## src/pkg/timer8_regs.vh

```
// Purpose: Register offsets, field positions, reset values and counts for the 8-bit timers
// Assumes: Byte-wide internal memory bus, one register per address
// Notes:   Definitions only
`ifndef TIMER8_REGS_VH
`define TIMER8_REGS_VH

// ----------------------------------------------------------------------
// Register addresses
// ----------------------------------------------------------------------
`define ADDR_MODE_CONTROL_B   16'hff43
`define ADDR_CLOCK_SELECT_A   16'hff6a
`define ADDR_MODE_CONTROL_A   16'hff6b
`define ADDR_CLOCK_SELECT_B   16'hff8c
`define ADDR_COUNT_VALUE_A    16'hff50
`define ADDR_COMPARE_VALUE_A  16'hff51
`define ADDR_COUNT_VALUE_B    16'hff52
`define ADDR_COMPARE_VALUE_B  16'hff53

// ----------------------------------------------------------------------
// Mode control fields
// ----------------------------------------------------------------------
`define MC_COUNT_ENABLE       7
`define MC_PWM_MODE           6
`define MC_FF_SET             3
`define MC_FF_RESET           2
`define MC_INVERT_POL         1
`define MC_OUTPUT_ENABLE      0
`define MC_READ_MASK          8'hc3

// ----------------------------------------------------------------------
// Reset values and clock select codes
// ----------------------------------------------------------------------
`define RST_BYTE              8'h00
`define CS_WIDTH              3
`define CS_EVT_FALL           3'h0
`define CS_EVT_RISE           3'h1
`define CS_DIV1               3'h2
`define CS_DIV2               3'h3
`define CS_DIV_MID            3'h4
`define CS_DIV64              3'h5
`define CS_DIV256             3'h6
`define CS_DIV_LONG           3'h7

// ----------------------------------------------------------------------
// Divider tap positions (main_clock / 2^(tap+1))
// ----------------------------------------------------------------------
`define PRESCALE_WIDTH        13
`define TAP_DIV2              0
`define TAP_DIV4              1
`define TAP_DIV16             3
`define TAP_DIV64             5
`define TAP_DIV256            7
`define TAP_DIV4096           11
`define TAP_DIV8192           12

`endif

```

## src/hw/timer8_pair.v

```verilog
// Purpose: Two 8-bit timer/event counters behind a byte-wide memory bus
// Assumes: One-cycle write strobe; reads combinationally addressed, registered out
// Notes:   Event pins are asynchronous and pass three flops before use
`timescale 1ns/1ps
`default_nettype none
`include "timer8_regs.vh"

module timer8_pair (
   input  wire        i_clk,          // 250 MHz main clock
   input  wire        i_rst_b,        // Async reset, low
   input  wire [15:0] i_addr,         // Byte address
   input  wire        i_wr,           // Write strobe
   input  wire        i_rd,           // Read strobe
   input  wire [7:0]  i_wdata,        // Write data
   output reg  [7:0]  o_rdata,        // Read data, valid cycle after i_rd
   input  wire        i_event_pin_a,  // Event input pin, timer A
   input  wire        i_event_pin_b,  // Event input pin, timer B
   output reg         o_timer_pin_a,  // Timer output pin A
   output reg         o_timer_pin_b,  // Timer output pin B
   output reg         o_match_irq_a,  // Match interrupt pulse A
   output reg         o_match_irq_b   // Match interrupt pulse B
);
   wire [`PRESCALE_WIDTH-1:0] tick;
   reg  [2:0] sync_a_q;
   reg  [2:0] sync_b_q;
   reg        lvl_a_q;
   reg        lvl_b_q;
   reg        rise_a;
   reg        fall_a;
   reg        rise_b;
   reg        fall_b;
   wire [7:0] mc_a;
   wire [7:0] cs_a;
   wire [7:0] cnt_a;
   wire [7:0] cmp_a;
   wire [7:0] mc_b;
   wire [7:0] cs_b;
   wire [7:0] cnt_b;
   wire [7:0] cmp_b;
   wire       irq_a;
   wire       irq_b;
   wire       pin_a;
   wire       pin_b;
   reg  [7:0] rdata_d;

   function hit;
      input [15:0] addr;
      input [15:0] target;
      begin
         hit = (addr == target);
      end
   endfunction

   // ----------------------------------------------------------------------
   // Event pin synchronisers
   // ----------------------------------------------------------------------
   // Edge seen once stages two and three agree on the new level
   always @(posedge i_clk or negedge i_rst_b) begin
      if (!i_rst_b) begin
         sync_a_q <= 3'h0;
         sync_b_q <= 3'h0;
         lvl_a_q  <= 1'b0;
         lvl_b_q  <= 1'b0;
      end else begin
         sync_a_q <= {sync_a_q[1:0], i_event_pin_a};
         sync_b_q <= {sync_b_q[1:0], i_event_pin_b};
         if (sync_a_q[1] == sync_a_q[2]) begin
            lvl_a_q <= sync_a_q[2];
         end
         if (sync_b_q[1] == sync_b_q[2]) begin
            lvl_b_q <= sync_b_q[2];
         end
      end
   end

   always @* begin
      rise_a = (sync_a_q[1] == sync_a_q[2]) &&  sync_a_q[2] && !lvl_a_q;
      fall_a = (sync_a_q[1] == sync_a_q[2]) && !sync_a_q[2] &&  lvl_a_q;
      rise_b = (sync_b_q[1] == sync_b_q[2]) &&  sync_b_q[2] && !lvl_b_q;
      fall_b = (sync_b_q[1] == sync_b_q[2]) && !sync_b_q[2] &&  lvl_b_q;
   end

   prescaler u_prescaler (
      .i_clk   (i_clk),
      .i_rst_b (i_rst_b),
      .o_tick  (tick)
   );

   // ----------------------------------------------------------------------
   // Timer instances
   // ----------------------------------------------------------------------
   timer8_channel #(
      .TAP_MID  (`TAP_DIV4),
      .TAP_LONG (`TAP_DIV8192)
   ) u_timer_a (
      .i_clk       (i_clk),
      .i_rst_b     (i_rst_b),
      .i_tick      (tick),
      .i_evt_rise  (rise_a),
      .i_evt_fall  (fall_a),
      .i_wr_mc     (i_wr && hit(i_addr, `ADDR_MODE_CONTROL_A)),
      .i_wr_cs     (i_wr && hit(i_addr, `ADDR_CLOCK_SELECT_A)),
      .i_wr_cmp    (i_wr && hit(i_addr, `ADDR_COMPARE_VALUE_A)),
      .i_wdata     (i_wdata),
      .o_mc        (mc_a),
      .o_cs        (cs_a),
      .o_count     (cnt_a),
      .o_cmp       (cmp_a),
      .o_match_irq (irq_a),
      .o_pin       (pin_a)
   );

   timer8_channel #(
      .TAP_MID  (`TAP_DIV16),
      .TAP_LONG (`TAP_DIV4096)
   ) u_timer_b (
      .i_clk       (i_clk),
      .i_rst_b     (i_rst_b),
      .i_tick      (tick),
      .i_evt_rise  (rise_b),
      .i_evt_fall  (fall_b),
      .i_wr_mc     (i_wr && hit(i_addr, `ADDR_MODE_CONTROL_B)),
      .i_wr_cs     (i_wr && hit(i_addr, `ADDR_CLOCK_SELECT_B)),
      .i_wr_cmp    (i_wr && hit(i_addr, `ADDR_COMPARE_VALUE_B)),
      .i_wdata     (i_wdata),
      .o_mc        (mc_b),
      .o_cs        (cs_b),
      .o_count     (cnt_b),
      .o_cmp       (cmp_b),
      .o_match_irq (irq_b),
      .o_pin       (pin_b)
   );

   // ----------------------------------------------------------------------
   // Read mux
   // ----------------------------------------------------------------------
   always @* begin
      rdata_d = `RST_BYTE;
      if      (hit(i_addr, `ADDR_MODE_CONTROL_A))  rdata_d = mc_a;
      else if (hit(i_addr, `ADDR_CLOCK_SELECT_A))  rdata_d = cs_a;
      else if (hit(i_addr, `ADDR_COUNT_VALUE_A))   rdata_d = cnt_a;
      else if (hit(i_addr, `ADDR_COMPARE_VALUE_A)) rdata_d = cmp_a;
      else if (hit(i_addr, `ADDR_MODE_CONTROL_B))  rdata_d = mc_b;
      else if (hit(i_addr, `ADDR_CLOCK_SELECT_B))  rdata_d = cs_b;
      else if (hit(i_addr, `ADDR_COUNT_VALUE_B))   rdata_d = cnt_b;
      else if (hit(i_addr, `ADDR_COMPARE_VALUE_B)) rdata_d = cmp_b;
   end

   // Outputs registered; pins lag the channel by one cycle
   always @(posedge i_clk or negedge i_rst_b) begin
      if (!i_rst_b) begin
         o_rdata       <= `RST_BYTE;
         o_timer_pin_a <= 1'b0;
         o_timer_pin_b <= 1'b0;
         o_match_irq_a <= 1'b0;
         o_match_irq_b <= 1'b0;
      end else begin
         if (i_rd) begin
            o_rdata <= rdata_d;
         end
         o_timer_pin_a <= pin_a;
         o_timer_pin_b <= pin_b;
         o_match_irq_a <= irq_a;
         o_match_irq_b <= irq_b;
      end
   end
endmodule // timer8_pair
`default_nettype wire

```

## src/hw/prescaler.v

```verilog
// Purpose: Shared free-running divider giving one-cycle enable pulses
// Assumes: Single clock i_clk
// Notes:   o_tick[k] pulses once every 2^(k+1) cycles
`timescale 1ns/1ps
`default_nettype none
`include "timer8_regs.vh"

module prescaler (
   input  wire                        i_clk,    // Main clock
   input  wire                        i_rst_b,  // Async reset, low
   output reg  [`PRESCALE_WIDTH-1:0]  o_tick    // Divided enables
);
   reg [`PRESCALE_WIDTH-1:0] cnt_q;
   wire [`PRESCALE_WIDTH-1:0] cnt_d = cnt_q + {{(`PRESCALE_WIDTH-1){1'b0}}, 1'b1};
   genvar k;

   always @(posedge i_clk or negedge i_rst_b) begin
      if (!i_rst_b) begin
         cnt_q <= {`PRESCALE_WIDTH{1'b0}};
      end else begin
         cnt_q <= cnt_d;
      end
   end

   // ----------------------------------------------------------------------
   // Tick when all lower bits roll over
   // ----------------------------------------------------------------------
   generate
      for (k = 0; k < `PRESCALE_WIDTH; k = k + 1) begin : g_tick
         always @(posedge i_clk or negedge i_rst_b) begin
            if (!i_rst_b) begin
               o_tick[k] <= 1'b0;
            end else begin
               o_tick[k] <= &cnt_d[k:0];
            end
         end
      end
   endgenerate
endmodule // prescaler
`default_nettype wire

```

## src/hw/timer8_channel.v

```verilog
// Purpose: One 8-bit timer/event counter with compare, output flip-flop and PWM
// Assumes: Register writes arrive as one-cycle strobes; event pin already synchronised
// Notes:   Divider ratio of the middle and longest codes set per instance
`timescale 1ns/1ps
`default_nettype none
`include "timer8_regs.vh"

module timer8_channel #(
   parameter integer TAP_MID  = `TAP_DIV4,
   parameter integer TAP_LONG = `TAP_DIV8192
) (
   input  wire                        i_clk,        // Main clock
   input  wire                        i_rst_b,      // Async reset, low
   input  wire [`PRESCALE_WIDTH-1:0]  i_tick,       // Divider enables
   input  wire                        i_evt_rise,   // Event pin rising edge
   input  wire                        i_evt_fall,   // Event pin falling edge
   input  wire                        i_wr_mc,      // Mode control write
   input  wire                        i_wr_cs,      // Clock select write
   input  wire                        i_wr_cmp,     // Compare write
   input  wire [7:0]                  i_wdata,      // Write data
   output reg  [7:0]                  o_mc,         // Mode control readback
   output reg  [7:0]                  o_cs,         // Clock select readback
   output reg  [7:0]                  o_count,      // Counter
   output reg  [7:0]                  o_cmp,        // Compare value
   output reg                         o_match_irq,  // Match pulse
   output reg                         o_pin         // Timer output pin
);
   reg  ce_q;
   reg  pwm_q;
   reg  inv_q;
   reg  oe_q;
   reg  ff_q;
   reg  pwm_ff_q;
   reg  tick;
   wire equal = (o_count == o_cmp);
   reg  ff_d;
   reg  pin_d;

   // ----------------------------------------------------------------------
   // Count source select
   // ----------------------------------------------------------------------
   always @* begin
      case (o_cs[`CS_WIDTH-1:0])
         `CS_EVT_FALL: tick = i_evt_fall;
         `CS_EVT_RISE: tick = i_evt_rise;
         `CS_DIV1:     tick = 1'b1;
         `CS_DIV2:     tick = i_tick[`TAP_DIV2];
         `CS_DIV_MID:  tick = i_tick[TAP_MID];
         `CS_DIV64:    tick = i_tick[`TAP_DIV64];
         `CS_DIV256:   tick = i_tick[`TAP_DIV256];
         default:      tick = i_tick[TAP_LONG];
      endcase
   end

   // ----------------------------------------------------------------------
   // Registers
   // ----------------------------------------------------------------------
   always @(posedge i_clk or negedge i_rst_b) begin
      if (!i_rst_b) begin
         o_cs  <= `RST_BYTE;
         o_cmp <= `RST_BYTE;
         ce_q  <= 1'b0;
         pwm_q <= 1'b0;
         inv_q <= 1'b0;
         oe_q  <= 1'b0;
      end else begin
         if (i_wr_cs) begin
            o_cs <= {5'b0_0000, i_wdata[`CS_WIDTH-1:0]};
         end
         if (i_wr_cmp) begin
            o_cmp <= i_wdata;
         end
         if (i_wr_mc) begin
            ce_q  <= i_wdata[`MC_COUNT_ENABLE];
            pwm_q <= i_wdata[`MC_PWM_MODE];
            inv_q <= i_wdata[`MC_INVERT_POL];
            oe_q  <= i_wdata[`MC_OUTPUT_ENABLE];
         end
      end
   end

   // Set/reset bits are write-only strobes, so they read back as zero
   always @(posedge i_clk or negedge i_rst_b) begin
      if (!i_rst_b) begin
         o_mc <= `RST_BYTE;
      end else begin
         o_mc <= {ce_q, pwm_q, 4'h0, inv_q, oe_q} & `MC_READ_MASK;
      end
   end

   // ----------------------------------------------------------------------
   // Counter and match
   // ----------------------------------------------------------------------
   always @(posedge i_clk or negedge i_rst_b) begin
      if (!i_rst_b) begin
         o_count     <= `RST_BYTE;
         o_match_irq <= 1'b0;
      end else begin
         o_match_irq <= 1'b0;
         if (!ce_q) begin
            o_count <= `RST_BYTE;
         end else if (tick) begin
            if (!pwm_q && equal) begin
               o_count     <= `RST_BYTE;
               o_match_irq <= 1'b1;
            end else begin
               o_count <= o_count + 8'h01;
            end
         end
      end
   end

   // ----------------------------------------------------------------------
   // Output flip-flops
   // ----------------------------------------------------------------------
   // Forced levels act immediately, even while stopped
   always @* begin
      ff_d = ff_q;
      if (i_wr_mc && !i_wdata[`MC_PWM_MODE] &&
          (i_wdata[`MC_FF_SET] ^ i_wdata[`MC_FF_RESET])) begin
         ff_d = i_wdata[`MC_FF_SET];
      end else if (ce_q && tick && !pwm_q && equal && inv_q) begin
         ff_d = ~ff_q;
      end
   end

   always @(posedge i_clk or negedge i_rst_b) begin
      if (!i_rst_b) begin
         ff_q     <= 1'b0;
         pwm_ff_q <= 1'b0;
      end else begin
         ff_q <= ff_d;
         if (!ce_q || !pwm_q) begin
            pwm_ff_q <= 1'b0;
         end else if (tick && o_count == 8'hff) begin
            pwm_ff_q <= 1'b1;
         end else if (tick && equal) begin
            pwm_ff_q <= 1'b0;
         end
      end
   end

   always @* begin
      if (!oe_q) begin
         pin_d = 1'b0;
      end else if (pwm_q) begin
         pin_d = pwm_ff_q ^ inv_q;
      end else begin
         pin_d = ff_q;
      end
   end

   always @(posedge i_clk or negedge i_rst_b) begin
      if (!i_rst_b) begin
         o_pin <= 1'b0;
      end else begin
         o_pin <= pin_d;
      end
   end
endmodule // timer8_channel
`default_nettype wire

```

## config.mk

```make
export PLATFORM = sky130hd
export DESIGN_NAME = timer8_pair
export DESIGN_NICKNAME = d
export VERILOG_FILES = /design/src/hw/timer8_pair.v /design/src/hw/prescaler.v /design/src/hw/timer8_channel.v
export VERILOG_INCLUDE_DIRS = /design/src /design/src/pkg
export SDC_FILE = /design/constraint.sdc
export NUM_CORES = 1
export LEC_CHECK = 0
export ABC_AREA = 1
export ABC_CLOCK_PERIOD_IN_PS = 2200
export BUFFER_PORTS_ARGS = -buffer_cell sky130_fd_sc_hd__buf_2
export CAP_MARGIN = 20
export CORE_ASPECT_RATIO = 1.1
export CORE_UTILIZATION = 49
export DETAILED_ROUTE_END_ITERATION = 16
export GPL_TIMING_DRIVEN = 0
export PLACE_DENSITY = 0.75
export SLEW_MARGIN = 10
export SYNTH_ARGS = -nofsm -noshare
export SYNTH_HDL_FRONTEND = slang
export SYNTH_SLANG_ARGS = --single-unit
export TNS_END_PERCENT = 50
```

## constraint.sdc

```tcl
create_clock -name i_clk -period 2.2 [get_ports i_clk]
set_clock_uncertainty 0.2 [all_clocks]
set_input_delay 0.33 -clock i_clk [delete_from_list [all_inputs] [get_ports i_clk]]
set_output_delay 0.33 -clock i_clk [all_outputs]
set_load 0.05 [all_outputs]
```

# After elaboration in Yosys (flattened, before gate mapping)
# Index checks and enable logic that the tools add are counted.
[totals]
reg_bits = 102
inputBits = 30
out_inout_bits = 12
elab_cells = 168
[classes]
addsub = 3
n_eq_ne = 28
muxes = 36
bitwise = 5
n_reduce_logical = 55
[op_table]
columns = ["op", "count"]
rows = [
  ["$eq A16 B16 Y1 const B", 8],
  ["$mux W8", 14],
  ["$logic_and A1 B1 Y1", 32],
  ["$mux W1", 20],
  ["$eq A3 B3 Y1 const B", 6],
  ["$add A8 B1 Y8 const B", 2],
  ["$eq A8 B8 Y1", 2],
  ["$eq A8 B8 Y1 const B", 2],
  ["$pmux W1 S7", 2],
  ["$add A13 B1 Y13 const B", 1],
  ["$reduce_and A13 Y1", 1],
  ["$eq A3 B2 Y1 const B", 4],
  ["$reduce_and A12 Y1", 1],
  ["$logic_not A1 Y1", 9],
  ["$reduce_and A8 Y1", 1],
  ["$eq A3 B1 Y1 const B", 2],
  ["$logic_not A3 Y1", 2],
  ["$reduce_and A6 Y1", 1],
  ["$reduce_bool A3 Y1", 2],
  ["$ne A2 B2 Y1 const B", 2],
  ["$reduce_and A4 Y1", 1],
  ["$reduce_bool A2 Y1", 2],
  ["$xor A1 B1 Y1", 3],
  ["$eq A1 B1 Y1", 2],
  ["other kinds (3)", 5],
]

# Longest topological paths before layout
[logic_depth]
ltp_word = 10
mapped_depth = 12
mapped_depth_nobuf = 12

# Hierarchy
# From an unflattened synthesis, not the netlist that was laid out.
[hier_totals]
hier_cells = 714
hier_area_um2 = 5733.0
[by_module_without_submodules]
columns = ["mod", "instances", "cells_per_inst", "area_per_inst_um2", "seq_area_each_um2"]
rows = [
  ["timer8_channel", 2, 186, 1559.0, 775.7],
  ["timer8_pair", 1, 230, 1549.0, 500.5],
  ["prescaler", 1, 112, 1066.0, 625.6],
]

# Worst setup path before layout
# Ideal clock, no wire load.
[synth_path]
path_kind = "register -> register"
start = "register u_prescaler.cnt_q[0]"
end = "register u_prescaler.o_tick[12]"
setup_ps = 72
arrival_ps = 1392
t_required_ps = 1928
setup_slack_ps = 536
path_stages_with_launch = 12
n_path_buf = 0
period_less_slack_ps = 1664
path_cell_list = "dfrtp_1 > ha_1 > nand2_1 > nor2_1 > nand2_1 > nor2_1 > nand3b_1 > nand2_1 > nand2_1 > nor2_1 > nand3_1 > nor2_1"
[synth_between]
elab_chain_cells = 2
[synth_lines]
columns = ["element", "line_no", "source"]
rows = [
  ["start: declaration", "prescaler.v:13", "reg [`PRESCALE_WIDTH-1:0] cnt_q;"],
  ["start signal: assignment", "prescaler.v:19", "cnt_q <= {`PRESCALE_WIDTH{1'b0}};"],
  ["start signal: assignment", "prescaler.v:21", "cnt_q <= cnt_d;"],
  ["$add A13 B1 Y13", "prescaler.v:14", "wire [`PRESCALE_WIDTH-1:0] cnt_d = cnt_q + {{(`PRESCALE_WIDTH-1){1'b0}}, 1'b1};"],
  ["net u_prescaler.cnt_d[10]", "prescaler.v:14", ""],
  ["$reduce_and A13 Y1", "prescaler.v:34", "o_tick[k] <= &cnt_d[k:0];"],
  ["end signal: indexed assignment", "prescaler.v:34", ""],
  ["end: declaration", "prescaler.v:11", "output reg [`PRESCALE_WIDTH-1:0] o_tick"],
]
# The timed path passes the listed nets, and every way through them passes these cells.
# A chain may end at the register's enable or synchronous reset.

# Worst setup path after layout
[layout_path]
start = "register u_prescaler.cnt_q[0]"
end = "register u_prescaler.o_tick[12]"
[layout_between]
elab_chain_cells = 2
[layout_lines]
columns = ["element", "line_no"]
rows = [
  ["$add A13 B1 Y13", "prescaler.v:14"],
  ["$reduce_and A13 Y1", "prescaler.v:34"],
]
# No other way between the ends.

==> flow_summary_export.csv <==
group,metric,value,unit
route,vias_per_cell,5.06,
synth,yosysWarningCount,0,
setup_path,crit_chain,"ha_1 > nand2_1 > nor2_1 > nand2_1 > nor2_1 > a21o_1 > nand2_1 > nor2_1 > nand3_1 > nor2_1",
timing,hold_viol_final,0,
clock_network,cts_buffers,9,
final_layout,fin_cells,830,
hold_path,min_to,"u_timer_a.o_cmp[4]",
clock_network,clock_latency,0.38,ns
timing,worstMarginPinSlew,0.668,ns
clock_network,clockBufferDepth,2,
setup_path,cp_common_cell,"nor2_1",
final_layout,seq_area,2530,um^2
timing,period_needed,2.02,ns
place,dp_hpwl,8720,um
clock_network,cts_tree,"built",
grt,track_usage,23.5,%
run_status,status,"finished, final reports clean",
die,rows,38,
grt,grt_pass1_wl,19400,um
clock_network,clockRootBuffer,"clkbuf_8",
grt,grt.overflow.total,0,
synth,synth_edf_count,0,
route,drt_pass1_iterations,4,
synth,synth.distinct_cells,35,
setup_path,endpoint_kind,"flop",
die,die_area,10900,um^2
pwr,worst_ir_drop_vdd,0.000305,V
setup_path,crit_family,"simple AND/OR/NAND/NOR gates",
timing,fin_tns_setup,0,ns
setup_path,r2r_setup_slack,0.18,ns
timing,slew_viol_final,0,
final_layout,layout-drive-gt1-share,13.3,%
final_layout,num_antenna_cells,0,
final_layout,area_growth_syn_to_layout,12.3,%
die,io_pins,42,
timing,timing.hold.ws,0.0266,ns
grt,grt_max_degree,53,
hold_path,hp-start,"i_wdata[4]",
clock_network,htreeDepth,3,
setup_path,cp.required,2.31,ns
setup_path,regToRegEndpoint,"u_prescaler.o_tick[12]",
hold_path,holdCritPathClass,"in -> reg",
setup_path,r2r_cells,10,
route,drtIter0Drc,210,
route,drc,0,
job,max-cap-violations,0,
synth,synth_ff_type,"dfrtp_1",
timing,setup_viol,0,
synth,synth-seq-area-share,49.3,%
setup_path,path_buf_inv,0,
synth,async_reset_ff_share,100,%
grt,grt_pass1_vias,4142,
setup_path,worstReg2RegStart,"u_prescaler.cnt_q[0]",
die,initial_core_util,51.1,%
final_layout,finish.net_count,723,
pwr,power.leakage,2.98,nW
route,vias,4203,
synth,syn_nets,670,
final_layout,multi_input_area,2220,um^2
synth,syn_area,5130,um^2
timing,slew_headroom,55.5,%
die,dieHeight,109,um
route,wirelength,11600,um
clock_network,clk_pin_slew,0.10,ns
setup_path,cp_max_fo,5,
setup_path,critical_path_class,"reg -> reg",
setup_path,cp_data_arrival_time,2.13,ns
die,core_area,10000,um^2
route,final_antenna_net_count,0,
hold_path,whs_path_depth,3,
timing,grt_setup_unrepaired,"false",
route,wl_per_cell,13.9,um
final_layout,fill_cells,912,
timing,fmax,0.496,GHz
final_layout,fin_area,5760,um^2
synth,avgSynthCellArea,8.11,um^2
clock_network,cts_setup_buffers,0,
place,placed_cells,811,
place,place_area,5520,um^2
die,die_w,99.5,um
grt,grt_antenna_before_repair,0,
timing,fin_crit_sh,91.7,%
place,port-buffer-count,38,
place,gp_congestion,0.883,
synth,syn-instance-count,632,
synth,ys_ff_latch,101,
final_layout,final_util,57.4,%
setup_path,slowest_stage,"dfrtp_2",
setup_path,startpoint_type,"flop",
setup_path,slowest_delay,0.44,ns
clock_network,clock-sinks,101,
pwr,power.density,569,nW/um^2
-- cells in the final DEF (no fill, tap or decap), types with 3 or more instances in the layout --
cell and instances:
xnor2_1 5, o21ai_0 48, ha_1 8, inv_2 3
a21oi_1 13, buf_2 42, o21ai_1 6, xor2_1 30
nand3b_1 3, nor2_1 53, dlygate4sd3_1 3, dfrtp_1 100
nand2_1 165, clkbuf_8 10, nor2_2 5, nand2_2 7
inv_1 79, clkinvlp_4 4, nand4_1 11, o211ai_1 5
nor2_4 4, nor3_1 11, clkbuf_2 3, nand3_1 50
-- per-stage QoR --
step / setup WS (ns) / power [W]
after floorplan: 0.536 / 0.00200
after global placement: -0.425 / 0.00209
after detailed placement: 0.126 / 0.00210
after CTS: 0.0845 / 0.00332
after global routing: 0.0400 / 0.00340
final: 0.182 / 0.00328
-- Yosys cell counts, types with 6 or more instances --
| master | n | area [um^2] |
|---|---|---|
| nand2_1 | 165 | 619 |
| dfrtp_1 | 101 | 2530 |
| inv_1 | 79 | 297 |
| nor2_1 | 54 | 203 |
| nand3_1 | 50 | 250 |
| o21ai_0 | 48 | 240 |
| xor2_1 | 30 | 263 |
| a21oi_1 | 13 | 65.1 |
| nand4_1 | 11 | 68.8 |
| nor3_1 | 11 | 55.1 |
| ha_1 | 8 | 100 |
| nand2_2 | 7 | 43.8 |
| o21ai_1 | 6 | 30.0 |
-- area by class of cell --
class	count	area share (%)
Tap cell	140	3.04
Multi-Input combinational cell	436	38.6
Clock buffer	11	2.46
Clock inverter	5	1.04
Timing Repair Buffer	42	4.35
Sequential cell	101	43.9
Inverter	84	5.54
Buffer	11	1.09
-- timing repair --
item                                    4_1_cts  5_1_grt
endpoints found under the setup margin        0        1
resized for setup                             0        2
hold buffers                                  3        0
hold endpoints to repair                     53        0
-- cells by family (layout without fill, tap and decap cells) --
logic type,Yosys count,count (layout),synth area share [%]
adders and majority gates,8,8,1.95
xor gates and xnor gates,35,35,5.98
and+or+nand+nor,314,314,27.0
DFF,101,101,49.3
buffers and inverters,95,153,7.44
AOI/OAI and AO/OA,79,79,8.32
-- flip-flops by register name (all words and copies together) (netlist names), 3 cells and up --
register	cells
u_timer_a.o_cmp	8
u_prescaler.cnt_q	13
u_timer_b.o_count	8
u_prescaler.o_tick	6
u_timer_b.o_cmp	8
o_rdata	8
u_timer_a.o_count	8
u_timer_b.o_cs	3
u_timer_b.o_mc	4
sync_b_q	3
u_timer_a.o_mc	4
u_timer_a.o_cs	3
sync_a_q	3
-- report_power, final --
part	internal, W	total (W)	switching [W]
logic	0.0000544	0.000185	0.000131
registers	0.00187	0.00188	0.00000998
clock network	0.000557	0.00121	0.000656
total	0.00248	0.00328	0.000797
-- routing by layer --
layer | vias up | global-route usage [%] | share of wire (%) | routed length [um]
li1 | 2108 | - | - | -
met1 | 1987 | 27.9 | 43 | 4990
met2 | 87 | 41.9 | 50 | 5810
met3 | 21 | 4.17 | 4.1 | 476
met4 | 0 | 10.5 | 2.4 | 280
met5 | - | 0 | 0 | 0
-- worst max-delay path by stage --
stage | from | to | depth (start not counted)
final | u_prescaler.cnt_q[0] | u_prescaler.o_tick[12] | 10
after CTS | u_prescaler.cnt_q[0] | u_prescaler.o_tick[12] | 11
after global placement | i_rst_b | u_timer_a.o_count[7] | 1
after floorplan | u_prescaler.cnt_q[0] | u_prescaler.o_tick[12] | 11
after global routing | u_prescaler.cnt_q[0] | u_prescaler.o_tick[12] | 11
after detailed placement | u_prescaler.cnt_q[0] | u_prescaler.o_tick[12] | 11
-- worst min-delay path, delay by kind of cell --
| kind | cells | cell delay [ns] |
|---|---|---|
| compound gates | 1 | 0.08 |
| buf+inv | 2 | 0.16 |
No activity file was read; power rests on OpenSTA's default activity.
